## config.mk

```make
export PLATFORM = sky130hd
export DESIGN_NAME = nidl_top
export DESIGN_NICKNAME = d
export VERILOG_FILES = /design/src/nidl_pkg.sv /design/src/nidl_oneshot.sv /design/src/nidl_top.sv
export SDC_FILE = /design/constraint.sdc
export NUM_CORES = 1
export LEC_CHECK = 0
export BUFFER_PORTS_ARGS = -buffer_cell sky130_fd_sc_hd__buf_2
export CORE_ASPECT_RATIO = 0.8
export CORE_UTILIZATION = 35
export DETAILED_ROUTE_END_ITERATION = 8
export PLACE_DENSITY = 0.6
export SETUP_SLACK_MARGIN = 0.15
export SYNTH_ARGS = -nofsm -noshare
export SYNTH_HDL_FRONTEND = slang
export SYNTH_HIERARCHICAL = 1
export SYNTH_SLANG_ARGS = --single-unit
```

## constraint.sdc

```tcl
create_clock -name clk -period 7.1 [get_ports clk]
set_input_delay 0.355 -clock clk [delete_from_list [all_inputs] [get_ports clk]]
set_output_delay 0.355 -clock clk [all_outputs]
set_load 0.005 [all_outputs]
```

## src/nidl_pkg.sv

```systemverilog
/*
  Constants for the node identity, line pulse and diagnostic block.
  Assumes a 100 MHz system clock; all times are converted here.
*/
`default_nettype none
package nidl_pkg;
  // System clock period in ns
  localparam int unsigned CLK_PERIOD_NS  = 10;
  // Line pulse width in ns and in cycles (least time, round up)
  localparam int unsigned PULSE_NS       = 100;
  localparam int unsigned PULSE_CYC      = (PULSE_NS + CLK_PERIOD_NS - 1) / CLK_PERIOD_NS;
  // Bit cell in ns and cycles
  localparam int unsigned CELL_NS        = 400;
  localparam int unsigned CELL_CYC       = CELL_NS / CLK_PERIOD_NS;
  // Receive tolerance in ns and cycles
  localparam int unsigned RX_TOL_NS      = 100;
  localparam int unsigned RX_TOL_CYC     = RX_TOL_NS / CLK_PERIOD_NS;
  // Transmit LED on time in us, cycles
  localparam int unsigned TX_LED_US      = 726;
  localparam int unsigned TX_LED_CYC     = TX_LED_US * 1000 / CLK_PERIOD_NS;
  // Bus LED on time in ms, cycles
  localparam int unsigned BUS_LED_MS     = 400;
  localparam int unsigned BUS_LED_CYC    = BUS_LED_MS * 100000;
  // Identity width and reserved zero identity
  localparam int unsigned ID_W           = 8;
  localparam logic [7:0]  ID_ZERO        = 8'h00;
  localparam logic [7:0]  ID_BROADCAST   = 8'h00;
  // Counter widths
  localparam int unsigned CNT_W          = 26;
  // Transmit phases
  typedef enum logic [1:0] {
    NIDL_TX_IDLE = 2'b00,
    NIDL_TX_PA   = 2'b01,
    NIDL_TX_PB   = 2'b10,
    NIDL_TX_REST = 2'b11
  } nidl_tx_t;
endpackage
`default_nettype wire

```

## src/nidl_oneshot.sv

```systemverilog
/*
  Retriggerable one-shot driving an active-low LED.
  Assumes a synchronous trigger pulse in the clk domain.
*/
`timescale 1ns/100ps
`default_nettype none
module nidl_oneshot
  import nidl_pkg::*;
#(
  parameter int unsigned LEN = 16
) (
  // Clock and reset
  input  wire logic clk,
  input  wire logic rst_n,
  // Trigger and LED
  input  wire logic trig,
  output var  logic led_n_ff
);
  logic [CNT_W-1:0] cnt_ff;      // Remaining on time
  logic [CNT_W-1:0] nxt_cnt;     // Next count
  wire              running = (cnt_ff != '0);

  // Reload on each trigger, otherwise count down
  assign nxt_cnt = trig ? CNT_W'(LEN) : (running ? cnt_ff - CNT_W'(1) : cnt_ff);

  ////////////////////////////////////////////////////////////////////////
  // Counter and LED register
  always_ff @(posedge clk) begin
    if (!rst_n) begin
      cnt_ff   <= '0;
      led_n_ff <= 1'b1;
    end else begin
      cnt_ff   <= nxt_cnt;
      led_n_ff <= (nxt_cnt == '0);
    end
  end
endmodule
`default_nettype wire

```

## src/nidl_top.sv

```systemverilog
/*
  Node identity loading, line pulse transmit and receive, diagnostic flags
  and activity LEDs of a token-passing network controller.
  Assumes synchronous inputs; the protocol sequencer is outside and uses
  the run enable, token and reconfiguration event inputs given here.
*/
// Summary of operation
// - Reset samples switch identity into register
// - Host reads identity register at any time
// - Destination identity zero means broadcast
// - Zero switch identity holds node in reset
// - Nonzero host write releases held node
// - One bit gives two 100 ns low pulses
// - Receive pulses become NRZ, 400 ns cells
// - Self rebuild flag marks own reconfiguration
// - Rebuild flag raises processor interrupt
// - NRZ rising edge sets receive activity flag
// - Foreign token sets token seen flag
// - Transmit disable blocks transmit, keeps flags
// - Transmit LED one-shot, 726 us, retriggerable
// - Host access lights bus LED 400 ms
`timescale 1ns/100ps
`default_nettype none
module nidl_top
  import nidl_pkg::*;
#(
  parameter int unsigned TX_LED_LEN  = TX_LED_CYC,
  parameter int unsigned BUS_LED_LEN = BUS_LED_CYC
) (
  // Clock and reset
  input  wire logic            clk,
  input  wire logic            rst_n,
  // Identity switches and host identity access
  input  wire logic [ID_W-1:0] id_switch,
  input  wire logic            id_wr,
  input  wire logic [ID_W-1:0] id_wdata,
  output var  logic [ID_W-1:0] node_id_ff,
  output var  logic            run_enable_ff,
  // Address match for received frames
  input  wire logic            dest_valid,
  input  wire logic [ID_W-1:0] dest_id,
  output var  logic            frame_for_us_ff,
  output var  logic            frame_broadcast_ff,
  // Transmit bit stream from sequencer
  input  wire logic            tx_bit_valid,
  input  wire logic            tx_bit,
  output var  logic            tx_bit_ready_ff,
  input  wire logic            transmit_disable_bit,
  output var  logic            line_pulse_a_n,
  output var  logic            line_pulse_b_n,
  // Receive path
  input  wire logic            line_receive_input,
  output var  logic            rx_nrz_ff,
  output var  logic            rx_bit_strobe_ff,
  // Protocol events and diagnostic status
  input  wire logic            token_seen_evt,
  input  wire logic            token_own_evt,
  input  wire logic            rebuild_done_evt,
  input  wire logic            rebuild_by_us,
  input  wire logic            diag_read,
  input  wire logic            status_read,
  output var  logic            rx_activity_flag,
  output var  logic            token_seen_flag,
  output var  logic            self_rebuild_flag,
  output var  logic            topology_rebuild_flag,
  output var  logic            irq_ff,
  // Host access and LEDs
  input  wire logic            host_access,
  output var  logic            transmit_led_n,
  output var  logic            bus_access_led_n
);

  ////////////////////////////////////////////////////////////////////////
  // Identity register
  logic start_ff;                          // High in first cycle after reset
  wire  id_write_ok = id_wr && (id_wdata != ID_ZERO);

  // Capture switches at reset release, host may overwrite later
  always_ff @(posedge clk) begin
    if (!rst_n) begin
      start_ff      <= 1'b1;
      node_id_ff    <= ID_ZERO;
      run_enable_ff <= 1'b0;
    end else begin
      start_ff <= 1'b0;
      if (start_ff) begin
        node_id_ff    <= id_switch;
        run_enable_ff <= (id_switch != ID_ZERO);
      end else if (id_write_ok) begin
        node_id_ff    <= id_wdata;
        run_enable_ff <= 1'b1;
      end
    end
  end

  ////////////////////////////////////////////////////////////////////////
  // Destination decode
  wire dest_bcast = (dest_id == ID_BROADCAST);
  wire dest_mine  = (dest_id == node_id_ff);

  // Flag broadcast and own frames for the sequencer
  always_ff @(posedge clk) begin
    if (!rst_n) begin
      frame_for_us_ff    <= 1'b0;
      frame_broadcast_ff <= 1'b0;
    end else begin
      frame_broadcast_ff <= dest_valid && dest_bcast;
      frame_for_us_ff    <= dest_valid && (dest_bcast || dest_mine);
    end
  end

  ////////////////////////////////////////////////////////////////////////
  // Transmit pulse generator
  nidl_tx_t       tx_st_ff;                // Phase of the current cell
  logic [5:0]     tx_cnt_ff;               // Cycles left in phase
  logic           tx_one_ff;               // Current bit is a one
  wire            tx_allow   = run_enable_ff && !transmit_disable_bit;
  wire            tx_take    = tx_allow && tx_bit_valid && (tx_st_ff == NIDL_TX_IDLE);
  wire            tx_cnt_end = (tx_cnt_ff == 6'h00);
  wire            tx_send    = tx_take && tx_bit;

  // Each cell: pulse A, pulse B, then rest to fill 400 ns
  always_ff @(posedge clk) begin
    if (!rst_n) begin
      tx_st_ff        <= NIDL_TX_IDLE;
      tx_cnt_ff       <= 6'h00;
      tx_one_ff       <= 1'b0;
      line_pulse_a_n  <= 1'b1;
      line_pulse_b_n  <= 1'b1;
      tx_bit_ready_ff <= 1'b0;
    end else begin
      tx_bit_ready_ff <= 1'b0;
      case (tx_st_ff)
        NIDL_TX_IDLE: begin
          if (tx_take) begin
            tx_st_ff        <= NIDL_TX_PA;
            tx_one_ff       <= tx_bit;
            tx_cnt_ff       <= 6'(PULSE_CYC - 1);
            line_pulse_a_n  <= !tx_bit;
            tx_bit_ready_ff <= 1'b1;
          end
        end
        NIDL_TX_PA: begin
          if (tx_cnt_end) begin
            tx_st_ff       <= NIDL_TX_PB;
            tx_cnt_ff      <= 6'(PULSE_CYC - 1);
            line_pulse_a_n <= 1'b1;
            line_pulse_b_n <= !tx_one_ff;
          end else begin
            tx_cnt_ff <= tx_cnt_ff - 6'h01;
          end
        end
        NIDL_TX_PB: begin
          if (tx_cnt_end) begin
            tx_st_ff       <= NIDL_TX_REST;
            // Idle take and rest exit each cost a cycle, so a held bit stream keeps 400 ns cells
            tx_cnt_ff      <= 6'(CELL_CYC - 2 * PULSE_CYC - 2);
            line_pulse_b_n <= 1'b1;
          end else begin
            tx_cnt_ff <= tx_cnt_ff - 6'h01;
          end
        end
        NIDL_TX_REST: begin
          if (tx_cnt_end) begin
            tx_st_ff <= NIDL_TX_IDLE;
          end else begin
            tx_cnt_ff <= tx_cnt_ff - 6'h01;
          end
        end
        default: tx_st_ff <= NIDL_TX_IDLE;
      endcase
    end
  end

  ////////////////////////////////////////////////////////////////////////
  // Receive pulse to NRZ conversion
  logic       rx_prev_ff;                  // Previous line sample
  logic       rx_hit_ff;                   // Pulse seen in this cell
  logic [5:0] rx_cnt_ff;                   // Position within cell
  logic       rx_sync_ff;                  // Cell timing locked
  wire        rx_rise    = line_receive_input && !rx_prev_ff;
  wire        rx_cell_end = (rx_cnt_ff == 6'(CELL_CYC - 1));
  wire        rx_nrz_rise = rx_cell_end && rx_hit_ff && !rx_nrz_ff;

  // Cells centred on the first pulse; a later pulse from tolerance before centre to cell end marks the cell
  always_ff @(posedge clk) begin
    if (!rst_n) begin
      rx_prev_ff       <= 1'b0;
      rx_hit_ff        <= 1'b0;
      rx_cnt_ff        <= 6'h00;
      rx_sync_ff       <= 1'b0;
      rx_nrz_ff        <= 1'b0;
      rx_bit_strobe_ff <= 1'b0;
    end else begin
      rx_prev_ff       <= line_receive_input;
      rx_bit_strobe_ff <= rx_sync_ff && rx_cell_end;
      if (rx_rise && !rx_sync_ff) begin
        rx_sync_ff <= 1'b1;
        rx_hit_ff  <= 1'b1;
        rx_cnt_ff  <= 6'(CELL_CYC / 2);
      end else if (rx_cell_end) begin
        rx_nrz_ff <= rx_hit_ff;
        rx_hit_ff <= 1'b0;
        rx_cnt_ff <= 6'h00;
        if (!rx_hit_ff) begin
          rx_sync_ff <= 1'b0;
        end
      end else begin
        rx_cnt_ff <= rx_cnt_ff + 6'h01;
        if (rx_rise && (rx_cnt_ff >= 6'(CELL_CYC / 2 - RX_TOL_CYC))) begin
          rx_hit_ff <= 1'b1;
        end
      end
    end
  end

  ////////////////////////////////////////////////////////////////////////
  // Diagnostic and status flags, set wins over clear on read
  wire rebuild_self = rebuild_done_evt && rebuild_by_us;
  wire token_other  = token_seen_evt && !token_own_evt;

  always_ff @(posedge clk) begin
    if (!rst_n) begin
      rx_activity_flag      <= 1'b0;
      token_seen_flag       <= 1'b0;
      self_rebuild_flag     <= 1'b0;
      topology_rebuild_flag <= 1'b0;
      irq_ff                <= 1'b0;
    end else begin
      rx_activity_flag      <= rx_nrz_rise || (rx_activity_flag && !diag_read);
      token_seen_flag       <= token_other || (token_seen_flag && !diag_read);
      self_rebuild_flag     <= rebuild_self || (self_rebuild_flag && !diag_read);
      topology_rebuild_flag <= rebuild_done_evt || (topology_rebuild_flag && !status_read);
      irq_ff                <= rebuild_done_evt || (topology_rebuild_flag && !status_read);
    end
  end

  ////////////////////////////////////////////////////////////////////////
  // Activity LEDs
  nidl_oneshot #(.LEN(TX_LED_LEN)) u_tx_led (
    .clk      (clk),
    .rst_n    (rst_n),
    .trig     (tx_send),
    .led_n_ff (transmit_led_n)
  );

  nidl_oneshot #(.LEN(BUS_LED_LEN)) u_bus_led (
    .clk      (clk),
    .rst_n    (rst_n),
    .trig     (host_access),
    .led_n_ff (bus_access_led_n)
  );
endmodule
`default_nettype wire

```

==> metrics.yaml, run 1 <==
run_status: "complete, no violations"
h-tree-depth: 3
critPathCaptureType: "flop"
ir_worst_vdd_mv: 0.203
postLayoutCellArea_um2: 5730
grt.total_usage_pct: 17.1
detailroute.via_count: 4560
floorplan.core_area_um2: 14200
area.growth.synth_to_final_pct: 12.6
first_iter_violations: 358
grt_use_met2_pct: 25.7
timing.fmax_mhz: 308
worst-slew-pin-transition_ns: 1.00
design.final.nets: 679
vias_per_cell: 5.56
busiest_layer: "met2"
netlist_top_cells_count: "93 x dfxtp_1, 63 x nor2_1, 30 x a21oi_1"
final_max_slew_viol_count: 0
cts_setup_buffers: 0
report.power.total_mw: 2.20
critPathBufInv: 0
setup_viol: 0
clock_power_share_pct: 20.7
final_period_minus_worst_setup_slack_ns: 3.25
drcViolationCount: 0
netlist.top_cell.by_area: "dfxtp_1"
worst_setup_hold_path_clk_slew_ns: 0.07
gp_routability_congestion: 0.869
synth.ff_latch_count: 93
worst-endpoint-arrival_ns: 3.49
sequential_cell_area_um2: 1860
static-leakage-power_nw: 2.26
placement.io_buffers: 61
placement_rows: 39
numCtsBuffers: 9
max_cap_violation_count: 0
gr-usage-met3_pct: 4.84
area_enclosed_by_the_die_boundary_um2: 15000
hold_class: "in -> reg"
startpoint_types: "flop"
crit_chain: "nor4_1, nand4_1, o21ai_0, mux2_2, nor4_1, nand4_1, o41ai_2"
synth_seq_area_share_pct: 36.6
share_of_post_route_cells_with_drive_strength_above_1_pct: 16.0
top_level_ports: 62
chipHeight_um: 110
finClkSkew_ns: 0.00922
cp.depth: 7
p_seq_share_pct: 33.9
cts_resized: 0
yosys_most_used_dff: "dfxtp_1"
synth_enable_flop_cells: 0
worst_path_largest_cell_delay_ns: 0.85
path_max_fanout: 8
num-fill-cells: 1448
detailed_place_hpwl_um: 8630
ys_types: 80
synth.net_count: 630
setup_ws_ns: 3.85
groute.layer.met1.usage_pct: 23.6
multi_input_area_um2: 2970
detail-route-antenna-nets: 0
grt_max_degree: 48
clock-sinks: 93
ant_cells: 0
grt_overflow_total: 0
netlist.area_leader.share_pct: 36.6
timing.critical_path.max_delay_family: "simple AND/OR/NAND/NOR gates"
wl_per_cell_um: 14.8
power-per-cell-area_nw_per_um2: 383
cts.path.max_buffers: 2
ctsHoldBuffers: 0
critical_path_required_ns: 7.35
max-slew-margin-rel_pct: 33.2
synthArstFlopShare_pct: 0
netSwitchingFraction_pct: 42.7
critical_path_class: "reg -> reg"
final_hold_viol_count: 0
ctsRootBufferMaster: "clkbuf_16"
start_util_pct: 35.7
detail_route.first_pass.iterations: 5
number_of_cells_on_the_worst_hold_path: 3
period_utilization_post_route_pct: 45.7
first_global_vias: 4172
synth.avg_cell_area_um2: 8.75
rsz0062_at_grt: "false"
detailed_place.area_um2: 5460
power.switching_mw: 0.939
finalSetupTns_ns: 0
cts_tree: "built"
post_detailed_routing_wire_length_um: 12100
post-synth-top-count-cell: "dfxtp_1"
floorplan.die.width_um: 137
worst_path_max_delay_cell: "nor4_1"
pre_cts_ws_ns: 3.97
pwr-share-comb_pct: 45.5
synthesis.instances: 582
number_of_antenna_violations_at_the_first_check_in_global_routing: 0
grt_first_pass_wirelength_um: 20300
synth_warnings: 6
insertion_delay_ns: 0.35
final_core_utilization_pct: 40.2
mappedNetlistArea_um2: 5090
internal_power_mw: 1.26
yosys-top-cells-area: "dfxtp_1 37%, nor2_1 4.6%, xnor2_1 4.6%, xor2_1 3.3%, a21oi_1 2.9%"
worstRegToRegCells: 7
tightest hold or removal path, cell delays in order:
cell     delay, ns
buf_2         0.09
a21oi_1       0.04
nor2_1        0.06
cell families (layout without fill, tap and decap cells):
group / count (synthesis) / count (layout) / share of synthesized area (%)
DFF: 93 / 93 / 36.6
AOI/OAI and AO/OA: 126 / 126 / 18.1
xor gates and xnor gates: 47 / 47 / 8.23
buffers and inverters: 47 / 101 / 5.14
and+or+nand+nor: 248 / 248 / 27.3
muxes: 12 / 12 / 2.38
adders and majority gates: 9 / 9 / 2.21
worst paths after layout:
path,startpoint,endpoint,slack [ns]
worst min register to register,rx_sync_ff,rx_bit_strobe_ff,0.45
worst max-delay path,u_tx_led/cnt_ff[20],u_tx_led/led_n_ff,3.85
worst max register to register,u_tx_led/cnt_ff[20],u_tx_led/led_n_ff,3.85
worst min-delay path,rebuild_done_evt,irq_ff,0.23
power by group through the flow:
stage               combinational (mW)  clock (mW)  sequential [mW]
floorplan                        0.839           0            0.704
detailed placement               0.975           0            0.751
global placement                 0.974           0            0.749
CTS                              0.980       0.471            0.740
finish                           0.999       0.455            0.744
global route                      1.11       0.495            0.761
metrics by stage:
stage	hold slack [ns]	std cells
3_3_place_gp	0.440	804
4_1_cts	0.216	820
6_report	0.231	820
5_1_grt	0.228	820
2_1_floorplan	0.414	582
3_5_place_dp	0.441	804
layer usage:
metal | up-vias | wire (um)
met3 | 13 | 688
met1 | 2144 | 6110
met4 | 0 | 122
li1 | 2238 | -
met2 | 165 | 5210
met5 | - | 0
placed cells by master, fill, tap and decap left out, types with 5 or more instances in the layout:
master,instances
dfxtp_1,93
nor2_1,63
buf_2,61
a21oi_1,30
nand2_1,29
xnor2_1,27
nor3_1,26
inv_1,23
nor4_1,22
o21ai_0,22
xor2_1,19
nand3_1,18
or3_1,13
mux2i_1,11
a21boi_0,11
nand2b_1,9
ha_1,9
clkbuf_16,9
o311a_1,8
and2_1,8
nand4_1,7
and3_1,6
a211oi_1,5
nand3b_1,5
layout make-up:
class	count	share of cell area, %
inverter	24	1.57
clock inverter	4	0.524
timing repair buffer	61	5.33
sequential	93	32.5
tap	184	4.02
clock buffer	12	4.30
multi-input combinational	442	51.8
flip-flops by register name (all words and copies together) (netlist names), 2 cells and up:
| name | count |
|---|---|
| node_id_ff | 8 |
| rx_cnt_ff | 6 |
| tx_cnt_ff | 6 |
| tx_st_ff | 2 |
| u_bus_led/cnt_ff | 26 |
| u_tx_led/cnt_ff | 26 |
(Power assumes the default switching activity.)
==> run 2: changes to the inputs <==
- ABC_AREA: unset -> 1
- PLACE_DENSITY: 0.6 -> 0.61
- clock period: 7.1 -> 2.7 ns (I/O delays scaled with it)
==> run 2 against run 1 <==
Cell count up 44%. Core utilization up 1.0 points. Routed wire length up 22%. Critical path depth up 7. Worst hold slack worse by 0.19 ns. Area after synthesis up 13%. Synthesized cell count up 55%. Fmax up 47%. Setup slack worse by 3.4 ns. Non-clock buffer count up 5. Sequential power rose to 2.6 times the previous value. Global-route usage up 1.1 points. Largest power group unchanged.
==> metrics.yaml, run 2 <==
run_status: "complete, no violations"
synth_warnings: 6
area.growth.synth_to_final_pct: 14.4
reg2reg_setup_slack_ns: 0.49
timing.fmax_mhz: 452
worst-endpoint-arrival_ns: 2.50
finalSetupTns_ns: 0
period_utilization_post_route_pct: 81.9
worst-slew-pin-transition_ns: 0.774
chipHeight_um: 117
synth_seq_area_share_pct: 32.5
clock-sinks: 93
insertion_delay_ns: 0.35
cts.path.max_buffers: 2
finClkSkew_ns: 0.00508
worst_setup_hold_path_clk_slew_ns: 0.07
placement_rows: 41
max-slew-margin-rel_pct: 48.1
ir_worst_vdd_mv: 0.482
detail-route-antenna-nets: 0
placement.io_buffers: 61
final_period_minus_worst_setup_slack_ns: 2.21
gp_routability_congestion: 0.876
drcViolationCount: 0
netlist.top_cell.by_area: "dfxtp_1"
critPathBufInv: 3
detailroute.via_count: 5673
design.final.nets: 1007
power-per-cell-area_nw_per_um2: 1090
ys_types: 46
grt.total_usage_pct: 18.2
post-synth-top-count-cell: "nand2_1"
synthArstFlopShare_pct: 0
mappedNetlistArea_um2: 5740
max_cap_violation_count: 0
static-leakage-power_nw: 3.24
groute.layer.met1.usage_pct: 27.0
layout_common_cells: "259 x nand2_1, 155 x nor2_1, 93 x inv_1, 93 x dfxtp_1, 81 x nand3_1"
h-tree-depth: 3
rsz0062_at_grt: "true"
detail_route.first_pass.iterations: 6
grt_overflow_total: 0
final_core_utilization_pct: 41.2
final_max_slew_viol_count: 0
yosys-top-cells-area: "dfxtp_1 32%, nand2_1 17%, nor2_1 10%, nand3_1 7.1%, inv_1 6.2%"
area_enclosed_by_the_die_boundary_um2: 16900
floorplan.die.width_um: 145
final_common_cell: "nand2_1"
sequential_cell_area_um2: 1860
ant_cells: 0
number_of_antenna_violations_at_the_first_check_in_global_routing: 0
final_hold_viol_count: 0
ctsRootBufferMaster: "clkbuf_16"
netlist_top_cells_count: "259 x nand2_1, 156 x nor2_1, 94 x inv_1"
start_util_pct: 36.1
cts_tree: "built"
post_detailed_routing_wire_length_um: 14800
worst_path_largest_cell_delay_ns: 0.35
floorplan.core_area_um2: 15900
first_global_vias: 5017
num-fill-cells: 1736
numCtsBuffers: 9
grt_first_pass_wirelength_um: 24800
worst_path_max_delay_cell: "ha_1"
wl_per_cell_um: 12.5
yosys_most_used_dff: "dfxtp_1"
crit_chain: "inv_1, ha_1, nand2_4, clkinv_4, nand2_4, nor2_4, nand2_4, nand2_1, nand3_1, inv_1, nand2_1, nor2_1, nand2_1, o21ai_1"
synth_enable_flop_cells: 0
critPathCaptureType: "flop"
detailed_place_hpwl_um: 11400
timing.critical_path.max_delay_family: "simple AND/OR/NAND/NOR gates"
reg.largest.list: "u_bus_led/cnt_ff x26, u_tx_led/cnt_ff x26, node_id_ff x8"
startpoint_types: "flop"
grt_max_degree: 27
share_of_post_route_cells_with_drive_strength_above_1_pct: 14.3
netlist.area_leader.share_pct: 32.5
setup_viol: 0
synth.avg_cell_area_um2: 6.36
busiest_layer: "met1"
path_max_fanout: 26
synth.net_count: 950
first_iter_violations: 349
synthesis.instances: 902
gr-usage-met3_pct: 3.83
hold_class: "in -> reg"
top_level_ports: 62
multi_input_area_um2: 3350
grt_use_met2_pct: 26.9
critical_path_class: "reg -> reg"
vias_per_cell: 4.81
critical_path_required_ns: 2.98
synth.ff_latch_count: 93
==> run 2: through the flow <==
stage / hold WS (ns) / power [mW] / worst slack, ns / instances / area (um^2)
2_1_floorplan: 0.204 / 4.92 / 0.785 / 902 / 5740
3_3_place_gp: 0.334 / 5.71 / 0.495 / 1162 / 6210
3_5_place_dp: 0.357 / 5.69 / 0.393 / 1162 / 6210
4_1_cts: 0.0299 / 7.16 / 0.369 / 1179 / 6550
5_1_grt: 0.0685 / 7.82 / 0.146 / 1179 / 6560
6_report: 0.0399 / 7.17 / 0.488 / 1179 / 6560
==> run 2: path summary, 6_finish.rpt <==
check                      start                  to  cells after the start
max          u_bus_led/cnt_ff[0]  u_bus_led/led_n_ff                     14
max reg2reg  u_bus_led/cnt_ff[0]  u_bus_led/led_n_ff                     14
min                token_own_evt     token_seen_flag                      4
min reg2reg      token_seen_flag     token_seen_flag                      2
==> run 2: where the power goes <==
| group | internal, mW | leakage (nW) | switching (mW) |
|---|---|---|---|
| Combinational | 1.29 | 2.31 | 2.52 |
| Clock | 0.864 | 0.162 | 0.560 |
| Sequential | 1.66 | 0.765 | 0.288 |
| Total | 3.81 | 3.24 | 3.36 |
==> run 2: cells by family (layout without fill, tap and decap cells) <==
| family | after synthesis | count (layout) | share of synthesized area, % |
|---|---|---|---|
| flops | 93 | 93 | 32.5 |
| xor+xnor | 14 | 14 | 2.14 |
| fa+ha+maj | 9 | 9 | 1.96 |
| simple gates | 597 | 597 | 47.7 |
| buf+inv | 124 | 186 | 9.29 |
| compound gates | 65 | 65 | 6.46 |
==> run 2: area by class of cell <==
class / count / area share [%]
multi-input cells: 685 / 51.0
inverters: 104 / 6.14
flip-flops and latches: 93 / 28.4
well taps: 215 / 4.10
repair buffers: 66 / 5.27
clock buffers: 11 / 3.85
clock inverters: 5 / 1.24
==> run 2: timing repair <==
action,CTS,global route
hold buffers,1,0
hold endpoints to repair,1,0
endpoints found under the setup margin,0,2
buffers inserted,0,0
resized for setup,0,3
==> run 2: routing by layer <==
metal / wire (um) / vias to the layer above
met5: 0 / -
met4: 83 / 0
met3: 728 / 7
met2: 5950 / 128
met1: 7990 / 2561
li1: - / 2977
==> run 2: worst min-delay path, delay by kind of cell <==
family                 cells  cell delay, ns
buffers and inverters      2            0.10
AOI/OAI and AO/OA          1            0.06
and+or+nand+nor            1            0.05
